<file path="src/rtl/emp_pkg.sv">
// Function
// [RL1] Command load: select 10, data, strobe pulse
// [RL2] Address low load: select 00, bytes 00
// [RL3] Command 0000 0100 reads fuse and lock
// [RL4] Byte selects pick fuse low/high/extended/lock
// [RL5] Command 0000 1000 reads signature bytes 0..2
// [RL6] Signature command, address 0, select high: calibration
// [RL7] Busy falls within 1 us of write
// [RL8] Write busy lasts 3.7 to 4.5 ms
// [RL9] Chip erase busy lasts 7.5 to 9 ms
// [RL10] Serial mode needs reset low, enable first
// [RL11] Serial link: clock, data in, data out
// [RL12] Data sampled on rising, shifted on falling
// [RL13] Serial clock phases longer than device cycles
// [RL14] Power-up: reset and clock low; pulse reset
// [RL15] Wait 20 ms before programming enable
// [RL16] Enable word is AC 53 then two bytes
// [RL17] Device echoes 53 during third byte
// [RL18] Send all four bytes; no echo, pulse reset
// [RL19] Page load low byte before high byte
// [RL20] Extended address byte kept until reloaded
// [RL21] Wait flash write delay before next access
// [RL22] Serial EEPROM byte write erases first
// [RL23] Chip erase sets all memory to FF
// [RL24] Reads return data, using stored extended address
// [RL25] Releasing reset ends the session
// [RL26] Bytes shift MSB first, aligned frames
package emp_pkg;

    localparam int CLK_PERIOD_NS   = 10;
    localparam int SCK_HALF_NS     = 250;
    localparam int SCK_HALF_CYC    = (SCK_HALF_NS + CLK_PERIOD_NS - 1) / CLK_PERIOD_NS;
    localparam int PWRUP_WAIT_MS   = 20;
    localparam int PWRUP_WAIT_CYC  = PWRUP_WAIT_MS * 1000000 / CLK_PERIOD_NS;
    localparam int FLASH_WAIT_US   = 4500;
    localparam int FLASH_WAIT_CYC  = FLASH_WAIT_US * 1000 / CLK_PERIOD_NS;
    localparam int EEPROM_WAIT_US  = 9000;
    localparam int EEPROM_WAIT_CYC = EEPROM_WAIT_US * 1000 / CLK_PERIOD_NS;
    localparam int ERASE_WAIT_US   = 9000;
    localparam int ERASE_WAIT_CYC  = ERASE_WAIT_US * 1000 / CLK_PERIOD_NS;
    localparam int RST_PULSE_NS    = 1000;
    localparam int RST_PULSE_CYC   = (RST_PULSE_NS + CLK_PERIOD_NS - 1) / CLK_PERIOD_NS;
    localparam int PAR_SETUP_NS    = 67;
    localparam int PAR_SETUP_CYC   = (PAR_SETUP_NS + CLK_PERIOD_NS - 1) / CLK_PERIOD_NS;
    localparam int PAR_HIGH_NS     = 150;
    localparam int PAR_HIGH_CYC    = (PAR_HIGH_NS + CLK_PERIOD_NS - 1) / CLK_PERIOD_NS;
    localparam int PAR_HOLD_NS     = 67;
    localparam int PAR_HOLD_CYC    = (PAR_HOLD_NS + CLK_PERIOD_NS - 1) / CLK_PERIOD_NS;
    localparam int PAR_STEP_CYC    = PAR_SETUP_CYC + PAR_HIGH_CYC + PAR_HOLD_CYC;
    localparam int PAR_OE_DV_NS    = 250;
    localparam int PAR_READ_CYC    = (PAR_OE_DV_NS + CLK_PERIOD_NS - 1) / CLK_PERIOD_NS + 4;

    localparam logic [7:0]  SER_PEN_B1      = 8'h00ac;
    localparam logic [7:0]  SER_PEN_B2      = 8'h0053;
    localparam logic [31:0] SER_PEN_WORD    = 32'hac53_0000;
    localparam logic [2:0]  SER_ERASE_TOP   = 3'h4;
    localparam logic [7:0]  INS_LOAD_LO     = 8'h0040;
    localparam logic [7:0]  INS_LOAD_HI     = 8'h0048;
    localparam logic [7:0]  INS_WR_PAGE     = 8'h004c;
    localparam logic [7:0]  INS_WR_EE       = 8'h00c0;
    localparam logic [7:0]  INS_WR_EE_PAGE  = 8'h00c2;
    localparam logic [7:0]  PAR_CMD_FUSE_RD = 8'h0004;
    localparam logic [7:0]  PAR_CMD_SIG_RD  = 8'h0008;
    localparam logic [1:0]  XA_CMD          = 2'h2;
    localparam logic [1:0]  XA_ADDR         = 2'h0;
    localparam logic [1:0]  BS_ADDR_LO      = 2'h0;

    typedef enum logic [3:0] {
        ST_OFF      = 4'h0,
        ST_PWRUP    = 4'h1,
        ST_PEN      = 4'h2,
        ST_RSTPULSE = 4'h3,
        ST_READY    = 4'h4,
        ST_XFER     = 4'h5,
        ST_WRWAIT   = 4'h6,
        ST_PAR      = 4'h7
    } emp_state_e;

    typedef struct packed {
        logic dev_reset_n;
        logic serial_clock;
        logic serial_prog_data_in;
    } emp_ser_pins_s;

    typedef struct packed {
        logic [1:0] load_action_select;
        logic       byte_select_hi;
        logic       byte_select_lo;
        logic       crystal_strobe_input;
        logic       read_enable_n;
        logic [7:0] data;
        logic       data_oe_n;
    } emp_par_pins_s;

    typedef struct packed {
        logic [7:0] cmd;
        logic [7:0] addr_lo;
        logic [1:0] read_bs;
    } emp_par_req_s;

endpackage

</file>
<file path="src/rtl/emp_ser_shift.sv">
`timescale 1ns/1ps
module emp_ser_shift (
    input  wire logic        clk_sys_i,
    input  wire logic        rst_i,
    input  wire logic        start_i,
    input  wire logic [31:0] tx_word_i,
    input  wire logic        pdo_i,
    output logic             sck_o,
    output logic             pdi_o,
    output logic             busy_o,
    output logic             done_o,
    output logic [31:0]      rx_word_o
);
    logic [15:0] half_r;
    logic [4:0]  bit_r;
    logic        busy_r;
    logic        sck_r;
    logic        pdi_r;
    logic        done_r;
    logic [31:0] tx_r;
    logic [31:0] rx_r;

    wire half_end = half_r == 16'(emp_pkg::SCK_HALF_CYC - 1);
    wire last_bit = bit_r == 5'h1f;
    wire tx_msb   = tx_word_i[31];

    // Each phase lasts the full half period so slow device clocks still see both levels.
    always_ff @(posedge clk_sys_i) begin
        if (rst_i) begin
            half_r <= 16'h0000;
            bit_r  <= 5'h00;
            busy_r <= 1'b0;
            sck_r  <= 1'b0;
            pdi_r  <= 1'b0;
            done_r <= 1'b0;
            tx_r   <= 32'h0000_0000;
            rx_r   <= 32'h0000_0000;
        end else begin
            done_r <= 1'b0;
            if (start_i && !busy_r) begin
                busy_r <= 1'b1;
                tx_r   <= tx_word_i;
                pdi_r  <= tx_word_i[31]; // RL26
                sck_r  <= 1'b0;
                half_r <= 16'h0000;
                bit_r  <= 5'h00;
            end else if (busy_r) begin
                if (!half_end) begin
                    half_r <= half_r + 16'h0001; // RL13
                end else begin
                    half_r <= 16'h0000;
                    if (!sck_r) begin
                        sck_r <= 1'b1;
                        rx_r  <= {rx_r[30:0], pdo_i}; // RL12
                    end else begin
                        sck_r <= 1'b0;
                        if (last_bit) begin
                            busy_r <= 1'b0;
                            done_r <= 1'b1;
                        end else begin
                            bit_r <= bit_r + 5'h01;
                            tx_r  <= {tx_r[30:0], 1'b0};
                            pdi_r <= tx_r[30]; // RL12
                        end
                    end
                end
            end
        end
    end

    assign sck_o     = sck_r;
    assign pdi_o     = pdi_r;
    assign busy_o    = busy_r;
    assign done_o    = done_r;
    assign rx_word_o = rx_r;

    sck_high_len_a: assert property (@(posedge clk_sys_i) disable iff (rst_i) // RL13
        $rose(sck_r) |-> sck_r [*8]) else $error("serial clock high phase too short");
    sck_low_len_a: assert property (@(posedge clk_sys_i) disable iff (rst_i) // RL13
        $fell(sck_r) && busy_r |-> !sck_r [*8]) else $error("serial clock low phase too short");
    msb_first_a: assert property (@(posedge clk_sys_i) disable iff (rst_i) // RL26
        start_i && !busy_r |=> pdi_r == $past(tx_msb)) else $error("first bit is not the MSB");
    pdi_stable_a: assert property (@(posedge clk_sys_i) disable iff (rst_i) // RL12
        $rose(sck_r) |-> $stable(pdi_r)) else $error("data changed at the rising clock edge");
endmodule

</file>
<file path="src/rtl/emp_host_ctrl.sv">
`timescale 1ns/1ps
module emp_host_ctrl #(
    parameter int PWRUP_WAIT_CYC  = emp_pkg::PWRUP_WAIT_CYC,
    parameter int FLASH_WAIT_CYC  = emp_pkg::FLASH_WAIT_CYC,
    parameter int EEPROM_WAIT_CYC = emp_pkg::EEPROM_WAIT_CYC,
    parameter int ERASE_WAIT_CYC  = emp_pkg::ERASE_WAIT_CYC
) (
    input  wire logic                  clk_sys_i,
    input  wire logic                  rst_i,
    input  wire logic                  session_start_i,
    input  wire logic                  session_end_i,
    input  wire logic                  cmd_valid_i,
    output logic                       cmd_ready_o,
    input  wire logic [31:0]           cmd_word_i,
    output logic                       cmd_err_o,
    output logic                       rsp_valid_o,
    output logic [31:0]                rsp_word_o,
    output logic                       prog_enabled_o,
    output logic                       sync_retry_o,
    input  wire logic                  par_req_valid_i,
    output logic                       par_req_ready_o,
    input  wire emp_pkg::emp_par_req_s par_req_i,
    output logic                       par_rsp_valid_o,
    output logic [7:0]                 par_rsp_data_o,
    output emp_pkg::emp_ser_pins_s     ser_pins_o,
    input  wire logic                  serial_prog_data_out_i,
    output emp_pkg::emp_par_pins_s     par_pins_o,
    input  wire logic [7:0]            par_data_i
);
    emp_pkg::emp_state_e    state_r;
    emp_pkg::emp_state_e    state_nxt;
    logic [1:0]             pdo_sync_r;
    logic [7:0]             pd_s1_r;
    logic [7:0]             pd_s2_r;
    logic [31:0]            wait_r;
    logic [31:0]            wait_nxt;
    logic [31:0]            pend_wait_r;
    logic                   dev_rst_n_r;
    logic                   sync_retry_r;
    logic                   rsp_valid_r;
    logic [31:0]            rsp_word_r;
    logic                   cmd_err_r;
    logic                   lo_ok_r;
    logic [6:0]             lo_addr_r;
    emp_pkg::emp_par_req_s  par_req_r;
    logic [1:0]             step_r;
    logic [5:0]             pcnt_r;
    emp_pkg::emp_par_pins_s par_pins_r;
    logic                   par_rsp_valid_r;
    logic [7:0]             par_rsp_data_r;
    logic                   shift_sck;
    logic                   shift_pdi;
    logic                   shift_done;
    logic [31:0]            shift_rx;

    // Decode of the user's instruction word, byte 1 in the top bits.
    wire [7:0] b1        = cmd_word_i[31:24];
    wire [7:0] b2        = cmd_word_i[23:16];
    wire       wait_done = wait_r == 32'h0000_0000;
    wire       is_lo_ld  = b1 == emp_pkg::INS_LOAD_LO;
    wire       is_hi_ld  = b1 == emp_pkg::INS_LOAD_HI;
    wire       hi_bad    = is_hi_ld && !(lo_ok_r && lo_addr_r == cmd_word_i[14:8]);
    wire       is_erase  = b1 == emp_pkg::SER_PEN_B1 && b2[7:5] == emp_pkg::SER_ERASE_TOP;
    wire       is_fuse   = b1 == emp_pkg::SER_PEN_B1 && b2 != emp_pkg::SER_PEN_B2 && !is_erase;
    wire       is_ee_wr  = b1 == emp_pkg::INS_WR_EE || b1 == emp_pkg::INS_WR_EE_PAGE;
    wire       is_fl_wr  = b1 == emp_pkg::INS_WR_PAGE || is_fuse;
    wire [31:0] cmd_wait = is_erase ? 32'(ERASE_WAIT_CYC) :
                           is_ee_wr ? 32'(EEPROM_WAIT_CYC) :
                           is_fl_wr ? 32'(FLASH_WAIT_CYC) : 32'h0000_0000;
    wire       cmd_fire  = cmd_valid_i && cmd_ready_o;
    wire       cmd_send  = cmd_fire && !hi_bad; // RL19
    wire       pen_start = (state_r == emp_pkg::ST_PWRUP || state_r == emp_pkg::ST_RSTPULSE) && wait_done;
    wire       shift_go  = pen_start || cmd_send;
    wire [31:0] shift_tx = pen_start ? emp_pkg::SER_PEN_WORD : cmd_word_i; // RL16
    wire       echo_ok   = shift_rx[15:8] == emp_pkg::SER_PEN_B2; // RL17
    wire       par_fire  = par_req_valid_i && par_req_ready_o;

    // Parallel reads run three steps: command load, address low load, read with the bus released.
    wire       par_on    = state_r == emp_pkg::ST_PAR;
    wire       rd_step   = step_r == 2'h2;
    wire [5:0] step_last = rd_step ? 6'(emp_pkg::PAR_READ_CYC - 1) : 6'(emp_pkg::PAR_STEP_CYC - 1);
    wire       step_end  = pcnt_r == step_last;
    wire       par_done  = par_on && rd_step && step_end;
    wire       strobe_w  = par_on && !rd_step && pcnt_r >= 6'(emp_pkg::PAR_SETUP_CYC)
                           && pcnt_r < 6'(emp_pkg::PAR_SETUP_CYC + emp_pkg::PAR_HIGH_CYC); // RL1
    wire [1:0] xa_w      = step_r == 2'h0 ? emp_pkg::XA_CMD : emp_pkg::XA_ADDR; // RL1 RL2
    wire [1:0] bs_w      = rd_step ? par_req_r.read_bs : emp_pkg::BS_ADDR_LO; // RL2 RL4
    wire [7:0] pdata_w   = step_r == 2'h0 ? par_req_r.cmd : par_req_r.addr_lo; // RL3
    wire       in_sess   = state_nxt != emp_pkg::ST_OFF && state_nxt != emp_pkg::ST_PAR
                           && state_nxt != emp_pkg::ST_RSTPULSE;

    always_comb begin
        state_nxt = state_r;
        case (state_r)
            emp_pkg::ST_OFF: begin
                if (session_start_i) begin
                    state_nxt = emp_pkg::ST_PWRUP;
                end else if (par_fire) begin
                    state_nxt = emp_pkg::ST_PAR;
                end
            end
            emp_pkg::ST_PWRUP: begin
                if (wait_done) begin
                    state_nxt = emp_pkg::ST_PEN; // RL15
                end
            end
            emp_pkg::ST_PEN: begin
                if (shift_done) begin
                    state_nxt = echo_ok ? emp_pkg::ST_READY : emp_pkg::ST_RSTPULSE; // RL18
                end
            end
            emp_pkg::ST_RSTPULSE: begin
                if (wait_done) begin
                    state_nxt = emp_pkg::ST_PEN;
                end
            end
            emp_pkg::ST_READY: begin
                if (session_end_i) begin
                    state_nxt = emp_pkg::ST_OFF; // RL25
                end else if (cmd_send) begin
                    state_nxt = emp_pkg::ST_XFER;
                end
            end
            emp_pkg::ST_XFER: begin
                if (shift_done) begin
                    state_nxt = pend_wait_r != 32'h0000_0000 ? emp_pkg::ST_WRWAIT : emp_pkg::ST_READY;
                end
            end
            emp_pkg::ST_WRWAIT: begin
                if (wait_done) begin
                    state_nxt = emp_pkg::ST_READY; // RL21
                end
            end
            emp_pkg::ST_PAR: begin
                if (par_done) begin
                    state_nxt = emp_pkg::ST_OFF;
                end
            end
            default: begin
                state_nxt = emp_pkg::ST_OFF;
            end
        endcase
    end

    // The delay counter reloads on each state change, so every wait starts from a fresh count.
    always_comb begin
        wait_nxt = wait_done ? 32'h0000_0000 : wait_r - 32'h0000_0001;
        if (state_nxt != state_r) begin
            case (state_nxt)
                emp_pkg::ST_PWRUP:    wait_nxt = 32'(PWRUP_WAIT_CYC); // RL14 RL15
                emp_pkg::ST_RSTPULSE: wait_nxt = 32'(emp_pkg::RST_PULSE_CYC); // RL18
                emp_pkg::ST_WRWAIT:   wait_nxt = pend_wait_r; // RL21
                default:              wait_nxt = 32'h0000_0000;
            endcase
        end
    end

    always_ff @(posedge clk_sys_i) begin
        pdo_sync_r <= {pdo_sync_r[0], serial_prog_data_out_i};
        pd_s1_r    <= par_data_i;
        pd_s2_r    <= pd_s1_r;
    end

    always_ff @(posedge clk_sys_i) begin
        if (rst_i) begin
            state_r      <= emp_pkg::ST_OFF;
            wait_r       <= 32'h0000_0000;
            dev_rst_n_r  <= 1'b1;
            sync_retry_r <= 1'b0;
            rsp_valid_r  <= 1'b0;
            cmd_err_r    <= 1'b0;
        end else begin
            state_r      <= state_nxt;
            wait_r       <= wait_nxt;
            dev_rst_n_r  <= !in_sess; // RL10 RL14 RL25
            sync_retry_r <= state_r == emp_pkg::ST_PEN && shift_done && !echo_ok; // RL18
            rsp_valid_r  <= state_r == emp_pkg::ST_XFER && shift_done; // RL24
            cmd_err_r    <= cmd_fire && hi_bad; // RL19
        end
    end

    always_ff @(posedge clk_sys_i) begin
        if (rst_i) begin
            pend_wait_r <= 32'h0000_0000;
            rsp_word_r  <= 32'h0000_0000;
            lo_ok_r     <= 1'b0;
            lo_addr_r   <= 7'h00;
        end else begin
            if (cmd_send) begin
                pend_wait_r <= cmd_wait;
            end
            if (state_r == emp_pkg::ST_XFER && shift_done) begin
                rsp_word_r <= shift_rx;
            end
            if (state_nxt == emp_pkg::ST_OFF) begin
                lo_ok_r <= 1'b0;
            end else if (cmd_send && is_lo_ld) begin
                lo_ok_r   <= 1'b1; // RL19
                lo_addr_r <= cmd_word_i[14:8];
            end else if (cmd_send && is_hi_ld) begin
                lo_ok_r <= 1'b0;
            end
        end
    end

    always_ff @(posedge clk_sys_i) begin
        if (rst_i) begin
            par_req_r       <= '0;
            step_r          <= 2'h0;
            pcnt_r          <= 6'h00;
            par_pins_r      <= '{2'h0, 1'b0, 1'b0, 1'b0, 1'b1, 8'h00, 1'b1};
            par_rsp_valid_r <= 1'b0;
            par_rsp_data_r  <= 8'h00;
        end else begin
            if (par_fire) begin
                par_req_r <= par_req_i;
                step_r    <= 2'h0;
                pcnt_r    <= 6'h00;
            end else if (par_on) begin
                pcnt_r <= step_end ? 6'h00 : pcnt_r + 6'h01;
                step_r <= step_end ? step_r + 2'h1 : step_r;
            end
            par_pins_r      <= '{xa_w, bs_w[1], bs_w[0], strobe_w, !(par_on && rd_step), pdata_w,
                                 !(par_on && !rd_step)};
            par_rsp_valid_r <= par_done;
            if (par_done) begin
                par_rsp_data_r <= pd_s2_r; // RL4
            end
        end
    end

    emp_ser_shift u_shift (
        .clk_sys_i (clk_sys_i),
        .rst_i     (rst_i),
        .start_i   (shift_go),
        .tx_word_i (shift_tx),
        .pdo_i     (pdo_sync_r[1]),
        .sck_o     (shift_sck),
        .pdi_o     (shift_pdi),
        .busy_o    (),
        .done_o    (shift_done),
        .rx_word_o (shift_rx)
    );

    assign cmd_ready_o     = state_r == emp_pkg::ST_READY && !session_end_i;
    assign cmd_err_o       = cmd_err_r;
    assign rsp_valid_o     = rsp_valid_r;
    assign rsp_word_o      = rsp_word_r;
    assign prog_enabled_o  = state_r == emp_pkg::ST_READY || state_r == emp_pkg::ST_XFER
                             || state_r == emp_pkg::ST_WRWAIT;
    assign sync_retry_o    = sync_retry_r;
    assign par_req_ready_o = state_r == emp_pkg::ST_OFF && !session_start_i;
    assign par_rsp_valid_o = par_rsp_valid_r;
    assign par_rsp_data_o  = par_rsp_data_r;
    assign ser_pins_o      = '{dev_rst_n_r, shift_sck, shift_pdi}; // RL11
    assign par_pins_o      = par_pins_r;

    pwrup_pins_a: assert property (@(posedge clk_sys_i) disable iff (rst_i) // RL14
        state_r == emp_pkg::ST_PWRUP |-> !dev_rst_n_r && !shift_sck) else $error("reset or clock high in power-up");
    session_reset_a: assert property (@(posedge clk_sys_i) disable iff (rst_i) // RL10
        prog_enabled_o |-> !dev_rst_n_r) else $error("session active with reset released");
    enable_first_a: assert property (@(posedge clk_sys_i) disable iff (rst_i) // RL10
        shift_go && shift_tx != emp_pkg::SER_PEN_WORD |-> state_r == emp_pkg::ST_READY)
        else $error("instruction sent before programming enable");
    echo_retry_a: assert property (@(posedge clk_sys_i) disable iff (rst_i) // RL18
        state_r == emp_pkg::ST_PEN && shift_done && !echo_ok |=> dev_rst_n_r && sync_retry_r)
        else $error("missing echo did not pulse reset");
    rst_pulse_len_a: assert property (@(posedge clk_sys_i) disable iff (rst_i) // RL14
        state_r == emp_pkg::ST_RSTPULSE && !wait_done |=> state_r == emp_pkg::ST_RSTPULSE && dev_rst_n_r)
        else $error("reset pulse ended early");
    write_wait_a: assert property (@(posedge clk_sys_i) disable iff (rst_i) // RL21
        state_r == emp_pkg::ST_WRWAIT && !wait_done |=> !cmd_ready_o) else $error("access during write delay");
    end_release_a: assert property (@(posedge clk_sys_i) disable iff (rst_i) // RL25
        state_r == emp_pkg::ST_READY && session_end_i |=> ##1 dev_rst_n_r) else $error("reset not released at end");
    strobe_width_a: assert property (@(posedge clk_sys_i) disable iff (rst_i) // RL1
        $rose(par_pins_r.crystal_strobe_input) |-> par_pins_r.crystal_strobe_input [*8])
        else $error("strobe pulse too short");
    cmd_select_a: assert property (@(posedge clk_sys_i) disable iff (rst_i) // RL1
        par_pins_r.crystal_strobe_input && par_pins_r.load_action_select == emp_pkg::XA_CMD
        |-> !par_pins_r.data_oe_n && !par_pins_r.byte_select_lo) else $error("command load badly set up");
    pwrup_wait_a: assert property (@(posedge clk_sys_i) disable iff (rst_i) // RL15
        state_r == emp_pkg::ST_OFF && session_start_i |=> state_r == emp_pkg::ST_PWRUP [*8])
        else $error("enable sent without power-up wait");

    pen_ok_c: cover property (@(posedge clk_sys_i) disable iff (rst_i)
        state_r == emp_pkg::ST_PEN ##1 state_r == emp_pkg::ST_READY);
    retry_c: cover property (@(posedge clk_sys_i) disable iff (rst_i) sync_retry_r);
    wrwait_c: cover property (@(posedge clk_sys_i) disable iff (rst_i)
        state_r == emp_pkg::ST_WRWAIT ##1 state_r == emp_pkg::ST_READY);
    par_read_c: cover property (@(posedge clk_sys_i) disable iff (rst_i) par_rsp_valid_r);
endmodule

</file>
<file path="config.mk">
export PLATFORM = sky130hd
export DESIGN_NAME = emp_host_ctrl
export DESIGN_NICKNAME = d
export VERILOG_FILES = /design/src/rtl/emp_pkg.sv /design/src/rtl/emp_ser_shift.sv /design/src/rtl/emp_host_ctrl.sv
export SDC_FILE = /design/constraint.sdc
export NUM_CORES = 1
export LEC_CHECK = 0
export ABC_AREA = 1
export BUFFER_PORTS_ARGS = -buffer_cell sky130_fd_sc_hd__buf_2
export CAP_MARGIN = 20
export CORE_MARGIN = 10
export CORE_UTILIZATION = 45
export CTS_BUF_LIST = sky130_fd_sc_hd__clkbuf_8
export DETAILED_ROUTE_END_ITERATION = 7
export GPL_TIMING_DRIVEN = 0
export PLACE_DENSITY = 0.67
export RECOVER_POWER = 100
export SLEW_MARGIN = 10
export SYNTH_ARGS = -nofsm -noshare
export SYNTH_HDL_FRONTEND = slang
export SYNTH_SLANG_ARGS = --single-unit
</file>
<file path="constraint.sdc">
create_clock -name clk_sys_i -period 2 [get_ports clk_sys_i]
set_clock_uncertainty 0.1 [all_clocks]
set_input_delay 0 -clock clk_sys_i [delete_from_list [all_inputs] [get_ports clk_sys_i]]
set_output_delay 0 -clock clk_sys_i [all_outputs]
set_load 0.01 [all_outputs]
</file>
* Word-level counts from Yosys, hierarchy flattened
Index checks and enable logic that the tools add are counted.
Operators by class: $add $sub $neg 5, bitwise logic cells 7, reductions and logical operators 64, $lt $le $gt $ge 2, multiplexer cells 42, equal/unequal tests 28
Operators with widths (number):
- 2-to-1 mux 31 bit | 5
- 2-to-1 mux 32 bit | 3
- case mux 32 bit (3 select lines) | 1
- 2-to-1 mux 20 bit | 2
- 2-to-1 mux 4 bit | 9
- == test 8 x 7 -> 1 bit (second input constant) | 4
- zero test 32 bit | 1
- nonzero test 32 bit | 1
- subtractor 32 x 1 -> 32 bit (second input constant) | 1
- case mux 4 bit (7 select lines) | 1
- logical AND 1 bit | 25
- == test 8 bit (second input constant) | 3
- == test 4 x 3 -> 1 bit (second input constant) | 5
- 2-to-1 mux 19 bit | 1
- adder 16 x 1 -> 16 bit (second input constant) | 1
- == test 16 x 5 -> 1 bit (second input constant) | 1
- 2-to-1 mux 16 bit | 1
- 2-to-1 mux 1 bit | 14
- == test 4 x 2 -> 1 bit (second input constant) | 3
- AND reduction 4 bit | 3
- zero test 1 bit | 11
- OR reduction 2 bit | 5
- == test 4 x 1 -> 1 bit (second input constant) | 2
- zero test 4 bit | 2
- 26 further kinds | 43
Storage, ports and cells: register bits after elaboration 268, output and inout port bits 65

* Longest topological paths before layout
Gate-level depths: netlist of run 1.
word-level depth 13, mapped depth 16

* By module
A second synthesis of run 1 with hierarchy kept.
Unflattened totals: cells, all modules 1485, area total of the unflattened synthesis 10891.7 sq um
Modules (own cells, without submodules):
- emp_host_ctrl | cells each 910, area each 6741.5 sq um, seq. area each 3002.9 sq um, instances 1
- emp_ser_shift | cells each 575, area each 4150.2 sq um, seq. area each 1761.7 sq um, instances 1

* Worst setup path after synthesis of run 1
OpenSTA, ideal clock, no wires.
path kind reg2reg, from reg wait_r[0], to reg u_shift.tx_r[21], data required time 1768 ps, period minus slack after synthesis 2013 ps, buffers on the path 1, arrival time 1781 ps, cell stages (with the launch flop) 15, setup slack -13 ps, path through dfxtp_1 -> inv_1 -> ha_1 -> nand2_1 -> nor2_1 -> nand3_2 -> nor2_8 -> nand2_4 -> a21oi_4 -> inv_2 -> nand2_1 -> inv_2 -> buf_2 -> nand2_1 -> a31oi_1
On the way: word-level cells in the longest chain between the ends 6, elaborated cells between the ends (all ways) 11, classes of those cells eq/ne: 1; mux: 2; reduce/logical: 8
RTL lines:
- from (decl) | RTL line emp_host_ctrl.sv:35 | logic [31:0] wait_r;
- from (signal assigned) | RTL line emp_host_ctrl.sv:174 | wait_r <= wait_nxt;
- zero test 32 bit (*) | RTL line emp_host_ctrl.sv:59 | wire wait_done = wait_r == 32'h0000_0000;
- logical AND 1 bit (*) | RTL line emp_host_ctrl.sv:72 | wire pen_start = (state_r == emp_pkg::ST_PWRUP || state_r == emp_pkg::ST_RSTPULSE) && wait_done;
- logical OR 1 bit | RTL line emp_host_ctrl.sv:73 | wire shift_go = pen_start || cmd_send;
- logical AND 1 bit | RTL line emp_ser_shift.sv:40 | if (start_i && !busy_r) begin
- inequality test 2 bit (no line) / nonzero test 2 bit (equally long branches)
- AND reduction 4 bit (no line)
- to (signal assigned) | RTL line emp_ser_shift.sv:42 | tx_r <= tx_word_i;
- to (signal assigned) | RTL line emp_ser_shift.sv:62 | tx_r <= {tx_r[30:0], 1'b0};
- to (decl) | RTL line emp_ser_shift.sv:20 | logic [31:0] tx_r;
Every way passes the cells marked *; elsewhere a longest branch is shown, timed or not. A chain may end at the register's enable or synchronous reset.

* Final worst setup path of run 1
from reg wait_r[16], to reg u_shift.tx_r[23]
The elaborated chain is that of the path after synthesis.

==> results of run 1 <==
-- registers in the layout, indices dropped and copies added (netlist names), 8 cells and up --
signal             cells
par_rsp_data_o         8
u_shift.tx_r          31
rsp_word_o            32
u_shift.half_r        16
wait_r                32
u_shift.rx_word_o     32
par_req_r             18
pd_s1_r                8
pd_s2_r                8
par_pins_o            14
-- logic make-up after synthesis --
group	share of synthesized area
simple gates	0.3065
flops	0.4727
compound gates	0.1054
buf+inv	0.07387
xor+xnor	0.02868
fa+ha+maj	0.01241
other cells	0.0003721
-- routing by layer --
layer / up-vias / track usage / routed length [um]
met5: - / 0 / 0
met4: 0 / 0.06524 / 901
met3: 94 / 0.05117 / 2553
met2: 410 / 0.3320 / 15580
met1: 4878 / 0.2603 / 13620
li1: 5011 / - / -
-- power groups by stage --
stage / Sequential (mW) / Combinational, mW / Clock (mW)
3_5_place_dp: 5.37 / 3.37 / 0
2_1_floorplan: 5.32 / 2.72 / 0
6_report: 5.37 / 5.38 / 4.26
4_1_cts: 5.31 / 4.35 / 4.30
5_1_grt: 5.40 / 5.80 / 4.50
3_3_place_gp: 5.36 / 3.32 / 0
-- critical path: stages, from the launching register on --
cell     delay (ns)
dfxtp_1        0.36
nor2_2         0.17
nand2_2        0.11
nor2_4         0.14
nand2_4        0.10
nor2_8         0.14
buf_12         0.12
nand2_8        0.05
a21oi_4        0.27
inv_4          0.10
nand2_4        0.12
inv_8          0.06
buf_8          0.13
nand2_2        0.05
a31oi_1        0.08
-- synth_stat cells, types with 9 or more instances --
cell type	instances	share of area
nor4_1	10	0.0062
nand4_1	13	0.0081
nor2_1	200	0.074
nand2_1	200	0.074
buf_2	9	0.0045
inv_1	113	0.042
nor2_2	16	0.0099
clkbuf_1	43	0.016
nor3_1	78	0.039
ha_1	10	0.012
a21oi_1	67	0.033
xor2_1	24	0.021
dfxtp_1	238	0.47
xnor2_1	9	0.0078
a31oi_1	23	0.014
o21ai_0	77	0.038
inv_2	9	0.0034
nand3_1	111	0.055
-- layout make-up --
class                           instances  area [sq um]
Antenna cell                            2         5.005
Buffer                                 58         375.4
Clock buffer                           48         660.6
Clock inverter                         19         108.9
Fill cell                            1781          7543
Inverter                              125         511.7
Multi-Input combinational cell        906          5550
Sequential cell                       238          4801
Tap cell                              280         350.3
Timing Repair Buffer                  281          2052
-- path summary, 6_finish.rpt --
check             depth (start not counted)  slack [ns]               end            start
hold / removal                            7        0.06      par_req_r[5]  session_start_i
setup / recovery                         14       -0.26  u_shift.tx_r[23]       wait_r[16]
setup reg to reg                         14       -0.26  u_shift.tx_r[23]       wait_r[16]
hold reg to reg                           0        0.23        pd_s2_r[2]       pd_s1_r[2]
-- repair_timing --
item,4_1_cts,5_1_grt
hold buffers,72,0
setup endpoints to repair,134,149
hold endpoints to repair,72,0
pin swaps,36,84
cloned,3,6
setup buffers,36,39
gates resized for setup,131,259
-- through the flow --
step                      cell area [sq um]  setup TNS [ns]  power, mW  worst slack [ns]  utilization
final                                 14420          -14.89      15.01           -0.2644       0.6565
after global routing                  14410          -26.36      15.70           -0.3779       0.6564
after CTS                             13310          -8.639      13.96           -0.1976       0.6060
after detailed placement              11070          -45.88      8.737           -0.6109       0.5040
after global placement                11070          -45.50      8.687           -0.6346       0.5040
after floorplan                       10080               0      8.032          0.001454            -
==> flow_summary.yaml, run 1 <==
sta:
  setup_slack_ns: -0.2644
  max_freq_mhz: 441.6
  maxSlewViolCount: 0
  hold_violations: 0
  rsz0062_at_grt: "yes"
  finalCritPeriodShare: 1.132
  holdWs_ns: 0.06488
  period_minus_slack_ns: 2.264
  tightest_slew_ns: 0.7929
  maxSlewHeadroom: 0.4714
  setup_viol: 86
final_layout:
  final_cells: 1957
  nets: 1725
  layout_common_cells: "dfxtp_1 (213), nor2_1 (168), nand2_1 (161), inv_1 (110), nand3_1 (92)"
  final_common_cell: "dfxtp_1"
  area_growth_pct: 43.03
  drive_gt1_frac: 0.2949
clock_tree:
  clk_path_buf_depth: 3
  htreeDepth: 2
  clk_latency_ns: 0.54
  cts_tree: "built"
  path_clk_slew_ns: 0.07
  cts.sinks: 238
  numCtsBuffers: 40
  cts-root-buf: "clkbuf_8"
floorplan:
  die_y_um: 169.7
  core.rowCount: 54
  ioPinCount: 130
  coreArea_sq_um: 21960
  die-area_sq_um: 28780
  die_w_um: 169.7
  initial_core_util: 0.4590
synth:
  synth-seq-cells: 238
  avgSynthCellArea_sq_um: 7.589
  synth_edf_count: 0
  async_flop_share: 0
  ys_seq_area_frac: 0.4727
  yosys_warnings: 0
  ys_types: 50
  syn_area_sq_um: 10080
  netlist_instances: 1328
  ys.flop_type: "dfxtp_1"
outcome:
  violations: "negative setup slack"
  status: "finished, violations left"
place:
  io_buffers: 127
  gp_congestion: 0.8517
  hpwl_um: 19930
  dp.cells: 1736
route:
  drt_iter0_markers: 847
  wl_per_cell_um: 16.68
  drc: 0
  vias: 10390
  drt.antenna.violating_nets: 0
  finalWirelength_um: 32650
  vias_per_cell: 5.311
  dr.pass1.iters: 7
power_and_ir_drop:
  share_seq_of_total_power: 0.358
  vdd_drop_max_uv: 736.2
  p_clk_frac: 0.284
  p_sw_mw: 5.253
  switching_share: 0.3501
  intPower_mw: 9.753
  power.density_nw_per_um2: 1041
  p_leak_nw: 5.917
  power_frac_comb: 0.359
global_routing:
  grt_first_pass_wirelength_um: 48830
  grt_pass1_vias: 9691
  antenna_found_initial: 1
  grt_max_degree: 11
  globalRouteOverflowTotal: 0
  grt.total_usage: 0.2043
job:
  cap_violations: 0
min_path:
  hp-class: "input pin to flip-flop"
critical_path:
  startpoint_type: "flip-flop"
  worstSetupEndpointType: "flip-flop"
  cp.arrival_ns: 2.54
  critPathMaxFanout: 8
  required_ns: 2.28
  crit_type: "flip-flop to flip-flop"
Note: power is estimated with default switching activity, not from simulation.
==> run 2: changes to the inputs <==
CAP_MARGIN = 5   (was 20)
PLACE_DENSITY = default   (was 0.67)
PLACE_DENSITY_LB_ADDON = 0.08   (was default)
==> run 2 against run 1 <==
Highest routed layer unchanged. Worst hold slack gained 0.058 ns. Sequential share of layout area shrank 0.92 points. Clock-buffer cell count grew 9. Register-to-register slack gained 0.02 ns. Combinational power grew 2%. Sequential cell count is the same. Power grew 2.2%. Wire length shrank 3.1%. Via count shrank 3.2%. The run still ends with negative setup slack left. Design area grew 2.6%. Global-route usage is essentially flat. Worst setup slack gained 0.018 ns.
==> flow_summary.yaml, run 2 (same netlist as run 1, synthesis figures left out) <==
outcome:
  status: "finished, violations left"
  violations: "negative setup slack"
clock_tree:
  cts-root-buf: "clkbuf_8"
  cts.sinks: 238
  clk_latency_ns: 0.55
  htreeDepth: 2
  path_clk_slew_ns: 0.06
  clk_path_buf_depth: 3
  cts_tree: "built"
  numCtsBuffers: 42
final_layout:
  layout_common_cells: "dfxtp_1 (220), nand2_1 (157), nor2_1 (147), inv_1 (111), nand3_1 (93)"
  area_growth_pct: 46.74
  design_area_sq_um: 14790
  num-fill-cells: 1828
  drive_gt1_frac: 0.3184
  final_common_cell: "dfxtp_1"
  nets: 1742
  final_cells: 1978
critical_path:
  cpLargestDelayFamily: "simple AND/OR/NAND/NOR gates"
  cpMaxStageDelayCell: "dfxtp_4"
  worstSetupStartpoint: "wait_r[21]"
  timing.rr.start: "wait_r[21]"
  crit_path_end: "u_shift.tx_r[5]"
  ff2ff_setup_slack_ns: -0.25
  startpoint_type: "flip-flop"
  cp.depth: 14
  crit_type: "flip-flop to flip-flop"
  worstSetupEndpointType: "flip-flop"
  r2r-end: "u_shift.tx_r[5]"
  slowest_delay_ns: 0.36
  critPathMaxFanout: 6
  reg2reg_depth: 14
  cp.arrival_ns: 2.61
  required_ns: 2.36
  worst-path-buf-inv: 4
  crit_chain: "nor2_4 > nand2_2 > nor2_4 > nand2_4 > nor2_8 > buf_6 > nand2_8 > a21oi_4 > nand2_4 > clkinv_4 > buf_12 > buf_12 > nand2_2 > a31oi_1"
power_and_ir_drop:
  p_leak_nw: 6.114
  power.density_nw_per_um2: 1037
  switching_share: 0.3412
  intPower_mw: 10.11
  p_sw_mw: 5.234
  p_clk_frac: 0.294
  vdd_drop_max_uv: 706.6
  share_seq_of_total_power: 0.347
  power_frac_comb: 0.359
sta:
  fin_tns_setup_ns: -14.63
  max_freq_mhz: 445.2
  maxSlewHeadroom: 0.4182
  hold_violations: 0
  rsz0062_at_grt: "yes"
  period_minus_slack_ns: 2.246
  finalCritPeriodShare: 1.123
  maxSlewViolCount: 0
  tightest_slew_ns: 0.8727
  setup_viol: 113
  setup_slack_ns: -0.2460
global_routing:
  grt.total_usage: 0.2047
  antenna_found_initial: 1
  grt_first_pass_wirelength_um: 48390
  grt_max_degree: 12
  globalRouteOverflowTotal: 0
  grt_pass1_vias: 9457
floorplan:
  coreArea_sq_um: 21960
  die-area_sq_um: 28780
  die_y_um: 169.7
  core.rowCount: 54
  initial_core_util: 0.4590
  die_w_um: 169.7
  ioPinCount: 130
route:
  drt_iter0_markers: 608
  drt.antenna.violating_nets: 0
  vias_per_cell: 5.086
  routed-wl-met3_um: 1810
  vias: 10060
  finalWirelength_um: 31640
  route.met2.wl_um: 14680
  dr.pass1.iters: 7
  drc: 0
  dr.max_layer_used: "met4"
  wl_per_cell_um: 15.99
  wl_met1_um: 14440
place:
  pre_cts_ws_ns: -0.6605
  dp.cells: 1736
  placed_cell_area_sq_um: 11070
  gp_congestion: 0.8608
  io_buffers: 127
  hpwl_um: 20350
min_path:
  hp-class: "input pin to flip-flop"
job:
  cap_violations: 0
[run 2: cell count changes in the layout (fill, tap and decap cells not counted), sizes merged]
cell and change:
dlygate4sd3 +1, nor2 +1, clkbuf +12, clkinv -4, buf +10, bufinv -1, inv +2
[run 2: timing repair]
| action | in CTS | in global routing |
|---|---|---|
| hold buffers | 73 | 0 |
| endpoints found under the hold margin | 73 | 0 |
| endpoints found under the setup margin | 134 | 166 |
| setup buffers | 59 | 28 |
| pin swaps | 55 | 80 |
| gates resized for setup | 157 | 266 |
| cloned | 5 | 5 |
[run 2: worst min-delay path by stage]
stage | to | depth (start not counted) | start | slack [ns]
floorplan | pd_s1_r[0] | 0 | par_data_i[0] | -0.07
global placement | pd_s1_r[4] | 1 | par_data_i[4] | 0.002
detailed placement | pd_s1_r[7] | 1 | par_data_i[7] | 0.004
CTS | par_req_r[4] | 7 | session_start_i | 0.05
global route | par_req_r[17] | 4 | par_req_i[17] | 0.11
finish | par_req_r[17] | 4 | par_req_i[17] | 0.12
[run 2: worst reg2reg max path: stages (launching register included)]
cell and delay (ns):
dfxtp_4 0.36, nor2_4 0.14, nand2_2 0.08, nor2_4 0.16, nand2_4 0.11, nor2_8 0.17, buf_6 0.14, nand2_8 0.05
a21oi_4 0.27, nand2_4 0.12, clkinv_4 0.08, buf_12 0.10, buf_12 0.12, nand2_2 0.05, a31oi_1 0.14
[run 2: per-stage QoR]
stage / util / hold slack (ns) / power [mW]
global placement: 0.5040 / 0.002376 / 8.728
detailed placement: 0.5040 / 0.003674 / 8.744
CTS: 0.6263 / 0.04963 / 14.52
floorplan: - / -0.07228 / 8.032
finish: 0.6735 / 0.1230 / 15.34
global route: 0.6734 / 0.1073 / 16.15
[run 2: cell type report]
cell class | instances | area, sq um | share of cell area
antenna | 2 | 5.005 | 0.0003384
buffer | 60 | 391.6 | 0.02648
clock buffer | 57 | 784.5 | 0.05305
clock inverter | 16 | 70.07 | 0.004738
inverter | 125 | 496.7 | 0.03359
multi-input combinational | 907 | 5674 | 0.3837
sequential | 238 | 4790 | 0.3239
tap | 280 | 350.3 | 0.02369
timing repair buffer | 293 | 2227 | 0.1506
[run 2: power groups by stage]
stage,Combinational (mW),Sequential (mW),Clock [mW]
floorplan,2.72,5.32,0
global placement,3.36,5.36,0
detailed placement,3.38,5.36,0
CTS,4.62,5.30,4.59
global route,5.97,5.36,4.82
finish,5.51,5.33,4.50
[run 2: routing by layer]
layer | global-route usage | vias up
li1 | - | 5055
met1 | 0.2696 | 4697
met2 | 0.3194 | 261
met3 | 0.05164 | 47
met4 | 0.07020 | 0
met5 | 0 | -
